### config.mk
export PLATFORM = sky130hd
export DESIGN_NAME = anps_partner_status
export DESIGN_NICKNAME = d
export VERILOG_FILES = /design/src/anps_partner_status.v
export VERILOG_INCLUDE_DIRS = /design/src /design/src/src
export SDC_FILE = /design/constraint.sdc
export NUM_CORES = 1
export LEC_CHECK = 0
export BUFFER_PORTS_ARGS = -buffer_cell sky130_fd_sc_hd__buf_2
export CAP_MARGIN = 15
export CORE_ASPECT_RATIO = 0.6
export CORE_MARGIN = 10
export CORE_UTILIZATION = 55
export CTS_BUF_LIST = sky130_fd_sc_hd__clkbuf_4 sky130_fd_sc_hd__clkbuf_8
export DETAILED_ROUTE_END_ITERATION = 6
export GPL_ROUTABILITY_DRIVEN = 0
export PLACE_DENSITY = 0.85
export SKIP_LAST_GASP = 1
export SYNTH_ARGS = -nofsm -noshare
export SYNTH_HDL_FRONTEND = slang
export SYNTH_SLANG_ARGS = --single-unit
### constraint.sdc
create_clock -name SYS_CLK -period 2.5 [get_ports SYS_CLK]
set_input_delay 0.5 -clock SYS_CLK [delete_from_list [all_inputs] [get_ports SYS_CLK]]
set_output_delay 0.5 -clock SYS_CLK [all_outputs]
set_load 0.01 [all_outputs]
### src/anps_defines.vh
// Offsets, field positions, reset values and counts of the partner status bank
`ifndef ANPS_DEFINES_VH
`define ANPS_DEFINES_VH

`define ANPS_ADDR_W          5
`define ANPS_DATA_W          16
`define ANPS_OFF_ADVERT      5'h04
`define ANPS_OFF_PARTNER     5'h05
`define ANPS_OFF_EXPAND      5'h06
`define ANPS_OFF_IRQ_STAT    5'h18
`define ANPS_OFF_IRQ_MASK    5'h19

`define ANPS_PA_NEXT_PAGE    15
`define ANPS_PA_ACK          14
`define ANPS_PA_RFAULT       13
`define ANPS_PA_PAUSE        10
`define ANPS_PA_T4           9
`define ANPS_PA_TX_FD        8
`define ANPS_PA_TX           7
`define ANPS_PA_10_FD        6
`define ANPS_PA_10           5
`define ANPS_PA_SEL_HI       4
`define ANPS_PA_SEL_LO       0

`define ANPS_EX_PDF          4
`define ANPS_EX_LP_NP        3
`define ANPS_EX_NP_ABLE      2
`define ANPS_EX_PAGE_RX      1
`define ANPS_EX_LP_AN        0

`define ANPS_SEL_8023        5'h01
`define ANPS_SEL_8029        5'h02
`define ANPS_SEL_RSV_LO      5'h00
`define ANPS_SEL_RSV_HI      5'h1F

`define ANPS_ADV_RESET       16'h0181
`define ANPS_EXPAND_RESET    16'h0000
`define ANPS_MATCH_COUNT     3

`define ANPS_IRQ_W           2
`define ANPS_IRQ_PDF         0
`define ANPS_IRQ_PAGE        1

`endif

### src/anps_partner_status.v
// Auto-negotiation partner ability and expansion status register bank
`timescale 1ns/1ps
`include "anps_defines.vh"

module anps_partner_status #(
   parameter MATCH_COUNT = `ANPS_MATCH_COUNT
) (
   input  wire                      SYS_CLK,
   input  wire                      RESET,
   input  wire [`ANPS_ADDR_W-1:0]   ADDR,
   input  wire [`ANPS_DATA_W-1:0]   WDATA,
   input  wire                      WR,
   input  wire                      RD,
   output reg  [`ANPS_DATA_W-1:0]   RDATA,
   input  wire                      CW_VALID,
   input  wire [`ANPS_DATA_W-1:0]   CW_DATA,
   input  wire                      LP_AN_ABLE,
   input  wire                      PD_FAULT,
   input  wire                      NEG_RESTART,
   input  wire                      SPEED_CONFIG_PIN,
   output wire [`ANPS_DATA_W-1:0]   ADVERT,
   output wire                      IRQ
);

   reg  [`ANPS_DATA_W-1:0] partner_q;
   reg  [`ANPS_DATA_W-1:0] last_cw_q;
   reg  [1:0]              match_cnt_q;
   reg  [1:0]              match_cnt_d;
   reg                     page_rx_q;
   reg                     pdf_q;
   reg                     lp_an_q;
   reg  [`ANPS_DATA_W-1:0] advert_q;
   reg                     strap_done_q;
   reg  [`ANPS_IRQ_W-1:0]  irq_stat_q;
   reg  [`ANPS_IRQ_W-1:0]  irq_mask_q;
   reg  [`ANPS_DATA_W-1:0] rdata_d;
   wire [`ANPS_DATA_W-1:0] expand_w;
   wire                    page_evt;
   wire                    rd_expand;
   wire [`ANPS_IRQ_W-1:0]  evt;

   function is_addr;
      input [`ANPS_ADDR_W-1:0] a;
      input [`ANPS_ADDR_W-1:0] off;
      begin
         is_addr = (a == off);
      end
   endfunction

   assign rd_expand = RD && is_addr(ADDR, `ANPS_OFF_EXPAND);

   // Count identical consecutive codewords; restart on any difference
   always @* begin
      match_cnt_d = match_cnt_q;
      if (CW_VALID) begin
         if (match_cnt_q != 2'd0 && CW_DATA == last_cw_q) begin
            if (match_cnt_q != MATCH_COUNT[1:0]) begin
               match_cnt_d = match_cnt_q + 2'd1;
            end
         end else begin
            match_cnt_d = 2'd1;
         end
      end
   end

   assign page_evt = CW_VALID && (match_cnt_d == MATCH_COUNT[1:0])
                     && (match_cnt_q != MATCH_COUNT[1:0]);

   always @(posedge SYS_CLK or posedge RESET) begin
      if (RESET) begin
         last_cw_q   <= 16'h0000;
         match_cnt_q <= 2'd0;
         partner_q   <= 16'h0000;
      end else if (NEG_RESTART) begin
         match_cnt_q <= 2'd0;
         partner_q   <= 16'h0000;
      end else begin
         if (CW_VALID) begin
            last_cw_q <= CW_DATA;
         end
         match_cnt_q <= match_cnt_d;
         // captured codeword bits incl. next page
         if (page_evt) begin
            partner_q <= CW_DATA & 16'hE7FF;
         end
      end
   end

   // sticky bits, set wins over read-clear
   always @(posedge SYS_CLK or posedge RESET) begin
      if (RESET) begin
         page_rx_q <= 1'b0;
         pdf_q     <= 1'b0;
         lp_an_q   <= 1'b0;
      end else begin
         if (page_evt) begin
            page_rx_q <= 1'b1;
         end else if (rd_expand) begin
            page_rx_q <= 1'b0;
         end
         if (PD_FAULT) begin
            pdf_q <= 1'b1;
         end else if (rd_expand) begin
            pdf_q <= 1'b0;
         end
         if (NEG_RESTART) begin
            lp_an_q <= 1'b0;
         end else if (LP_AN_ABLE) begin
            lp_an_q <= 1'b1;
         end
      end
   end

   assign expand_w = {11'h000, pdf_q, partner_q[`ANPS_PA_NEXT_PAGE],
                      1'b0, page_rx_q, lp_an_q};

   // pin strap sampled after reset release
   always @(posedge SYS_CLK or posedge RESET) begin
      if (RESET) begin
         advert_q     <= `ANPS_ADV_RESET;
         strap_done_q <= 1'b0;
      end else begin
         if (!strap_done_q) begin
            advert_q[`ANPS_PA_10] <= SPEED_CONFIG_PIN;
            strap_done_q          <= 1'b1;
         end else if (WR && is_addr(ADDR, `ANPS_OFF_ADVERT)) begin
            // Next page and bit 14 stay zero
            advert_q <= WDATA & 16'h3FFF;
         end
      end
   end

   assign ADVERT = advert_q;

   assign evt = {page_evt, PD_FAULT};

   // Status write-one-to-clear; a coincident event keeps the bit
   always @(posedge SYS_CLK or posedge RESET) begin
      if (RESET) begin
         irq_stat_q <= 2'b00;
         irq_mask_q <= 2'b00;
      end else begin
         if (WR && is_addr(ADDR, `ANPS_OFF_IRQ_STAT)) begin
            irq_stat_q <= (irq_stat_q & ~WDATA[`ANPS_IRQ_W-1:0]) | evt;
         end else begin
            irq_stat_q <= irq_stat_q | evt;
         end
         if (WR && is_addr(ADDR, `ANPS_OFF_IRQ_MASK)) begin
            irq_mask_q <= WDATA[`ANPS_IRQ_W-1:0];
         end
      end
   end

   assign IRQ = |(irq_stat_q & irq_mask_q);

   // writes to partner and expansion ignored
   always @* begin
      rdata_d = 16'h0000;
      if (is_addr(ADDR, `ANPS_OFF_ADVERT)) begin
         rdata_d = advert_q;
      end else if (is_addr(ADDR, `ANPS_OFF_PARTNER)) begin
         rdata_d = partner_q;
      end else if (is_addr(ADDR, `ANPS_OFF_EXPAND)) begin
         rdata_d = expand_w;
      end else if (is_addr(ADDR, `ANPS_OFF_IRQ_STAT)) begin
         rdata_d = {14'h0000, irq_stat_q};
      end else if (is_addr(ADDR, `ANPS_OFF_IRQ_MASK)) begin
         rdata_d = {14'h0000, irq_mask_q};
      end
   end

   // Read data valid one cycle after strobe only
   always @(posedge SYS_CLK or posedge RESET) begin
      if (RESET) begin
         RDATA <= 16'h0000;
      end else if (RD) begin
         RDATA <= rdata_d;
      end else begin
         RDATA <= 16'h0000;
      end
   end

endmodule // anps_partner_status

==> metrics.md <==
| Metric | Value |
|---|---|
| Critical path's largest stage delay | `0.50 ns` |
| Peak supply drop | `423 uV` |
| CP Data Arrival Time | `slightly above 2 ns` |
| Avg WL per Cell | `17.1 um` |
| Leading post-synthesis cells by cell area | `dfrtp_1 53%, nand2_1 7.2%, mux2_4 4.8%, nand4_1 3.4%, xnor2_1 3.3%` |
| Post-CTS Hold Buffers | `0` |
| Delay-heaviest family, CP | `simple AND/OR/NAND/NOR gates` |
| Synth cell types | `43` |
| Clock Skew | `0.00812 ns` |
| Outcome | `finished clean` |
| DR DRC count | `0` |
| Maximum buffer depth of the clock tree | `2` |
| H-Tree Depth | `3` |
| FMAX | `547 MHz` |
| CP Max Fanout | `14` |
| Commonest cells post-synth | `67 x dfrtp_1, 60 x nand2_1, 18 x a21oi_1` |
| Fin. Hold Viols | `0` |
| Post-DRT Antenna Nets | `0` |
| # diodes | `0` |
| Share of cells above drive strength 1 | `around a third` |
| Clock Pin Slew Worst Setup and Hold Paths | `0.08 ns` |
| WP data required | `2.72 ns` |
| Layout Nets | `411` |
| Hold WS | `0.216 ns` |
| Slowest cell on the critical path | `nand3b_1` |
| Port Buffers | `between 70 and 80` |
| CORE AREA | `5540 um^2` |
| Drt first-iter violations | `238` |
| Period utilization | `73.1%` |
| Minimum clock period | `1.83 ns` |
| Post-Route Utilization | `about 69%` |
| Kind of critical path | `reg -> reg` |
| Postcts setup bufs | `0` |
| HPWL Detailed | `5610 um` |
| Post-CTS sizing | `0` |
| Num ports | `79` |
| CTS buffer count | `9` |
| Total of max-cap violations | `0` |
| Worst Tran Pin Value | `0.641 ns` |
| Initial Util | `56.7%` |
| CP Cell Sequence | `xnor2_1 > nand4_1 > nand3b_1 > o21ai_0 > a21oi_1` |
| Cell Pwr Density | `726 nW/um^2` |
| Clk root buf | `clkbuf_8` |
| CTS tree | `yes` |
| Skew-Pair Late Insertion Delay | `about 0.35 ns` |
| Relative slew slack | `57.1%` |
| Gr ovfl total | `0` |
| CP bufs+invs | `0` |
| First-pass GRT wire length | `12,500 um` |
| Vias in the first global route | `2,423` |
| Full die area | `approximately 9200 um^2` |
| Yosys top cell area share | `53.3%` |
| Max Slew Vio Count | `0` |
| FFs w/ async S/R, synth | `100%` |
| Vias | `2,463` |
| Synth Instances | `290` |
| Leading area contributor after synthesis | `dfrtp_1` |
| Drt pass-1 iters | `4` |
| Register area share after synthesis | `a little under three fifths` |
| Worst Hold Class | `in -> async` |
| Final setup viols | `0` |
| Yosys Warn Count | `0` |
| Die W | `118 um` |
| Crit end category | `register` |
| Antenna violations before repair | `0` |
| Routed vias/inst | `5.47` |
| Cell row count | `21` |
| Drt total wl | `7700 um` |
| Most frequent cell after synthesis | `dfrtp_1` |
| R2R setup slack | `slightly below 0.7 ns` |
| Power consumption | `approximately 2.8 mW` |
| Primary FF master, synth | `dfrtp_1` |
| RSZ-0062 raised after global routing | `false` |
| Syn Area/Cell | `10.8 um^2` |
| Clock sinks | `70` |
| Die height | `78.6 um` |
| Largest net degree at the start of global routing | `71` |
| Area Overhead vs Synth | `22.4%` |
| Mapped cell area | `3140 um^2` |
| Synthesized flop and latch total | `70` |
| Setup TNS | `0 ns` |
| Lkg Pwr | `roughly 1.9 nW` |
| Total Routing Usage GR | `16.9%` |
| Post-synth EDFFs | `0` |
| Crit path launch type | `register` |
[path summary, 6_finish.rpt]
path | start | to | cells after the start
min in group SYS_CLK | PD_FAULT | pdf_q | 2
min reg2reg | pdf_q | pdf_q | 1
max reg2reg | last_cw_q[1] | partner_q[9] | 5
max in group asynchronous | RESET | ADVERT[0] | 3
max | last_cw_q[1] | partner_q[9] | 5
min | RESET | RDATA[14] | 3
[sequential cells by signal, summed over array words and instances, names as in the netlist]
signal,flops
strap_done_q,1
match_cnt_q,2
ADVERT,14
lp_an_q,1
last_cw_q,16
irq_stat_q,2
partner_q,14
irq_mask_q,2
page_rx_q,1
RDATA,16
pdf_q,1
[area by class of cell]
cell class	count	area [um^2]
Clock buffer	9	124
Clock inverter	7	146
Fill cell	404	1690
Inverter	3	11.3
Multi-Input combinational cell	202	1290
Sequential cell	70	1760
Tap cell	80	100
Timing Repair Buffer	79	420
[tightest hold or removal path, delay by kind of cell]
family | cells | cell delay (ns)
buffers and inverters | 3 | 0.47
[kinds of logic (layout without fill, tap and decap cells)]
kind of cell	count (synthesis)	after routing	synth area share, %
compound gates	53	53	10.3
xor+xnor	16	16	4.46
buf+inv	19	98	3.18
flops	70	70	55.8
mux	16	16	6.88
other cells	2	3	0.239
simple gates	114	114	19.1
[through the flow]
| step | cells | setup slack [ns] | instance area, um^2 |
|---|---|---|---|
| after floorplan | 291 | 0.237 | 3150 |
| after global placement | 433 | 0.478 | 3570 |
| after detailed placement | 433 | 0.446 | 3570 |
| after CTS | 449 | 0.683 | 3840 |
| after global routing | 450 | 0.464 | 3850 |
| final | 450 | 0.673 | 3850 |
[per-layer routing]
layer	GRT usage [%]	share of wire (%)	vias up
met3	5.86	7.1	11
met1	22.4	46	1200
met2	25.2	46	94
li1	-	-	1158
met5	0	0	-
met4	6.27	1.5	0
[report_power, final]
part,switching (mW),total [mW],internal [mW]
Clock,0.448,1.22,0.768
Sequential,0.0559,1.27,1.21
Combinational,0.170,0.315,0.145
Total,0.675,2.80,2.12
[cells in the final DEF, fill, tap and decap left out, types with 4 or more instances in the layout]
cell,Yosys,layout
a22o_1,9,9
mux2_2,5,5
bufinv_16,0,4
nor2_1,7,7
o21ai_0,7,7
buf_2,5,74
o21ai_1,10,10
xor2_1,4,4
clkbuf_8,0,9
xnor2_1,12,12
buf_4,2,4
dfrtp_1,67,67
a21oi_1,18,18
and2_1,4,4
nand4_1,17,17
mux2_4,10,10
nand2_1,60,60
Power figures use the tool's default switching activity.
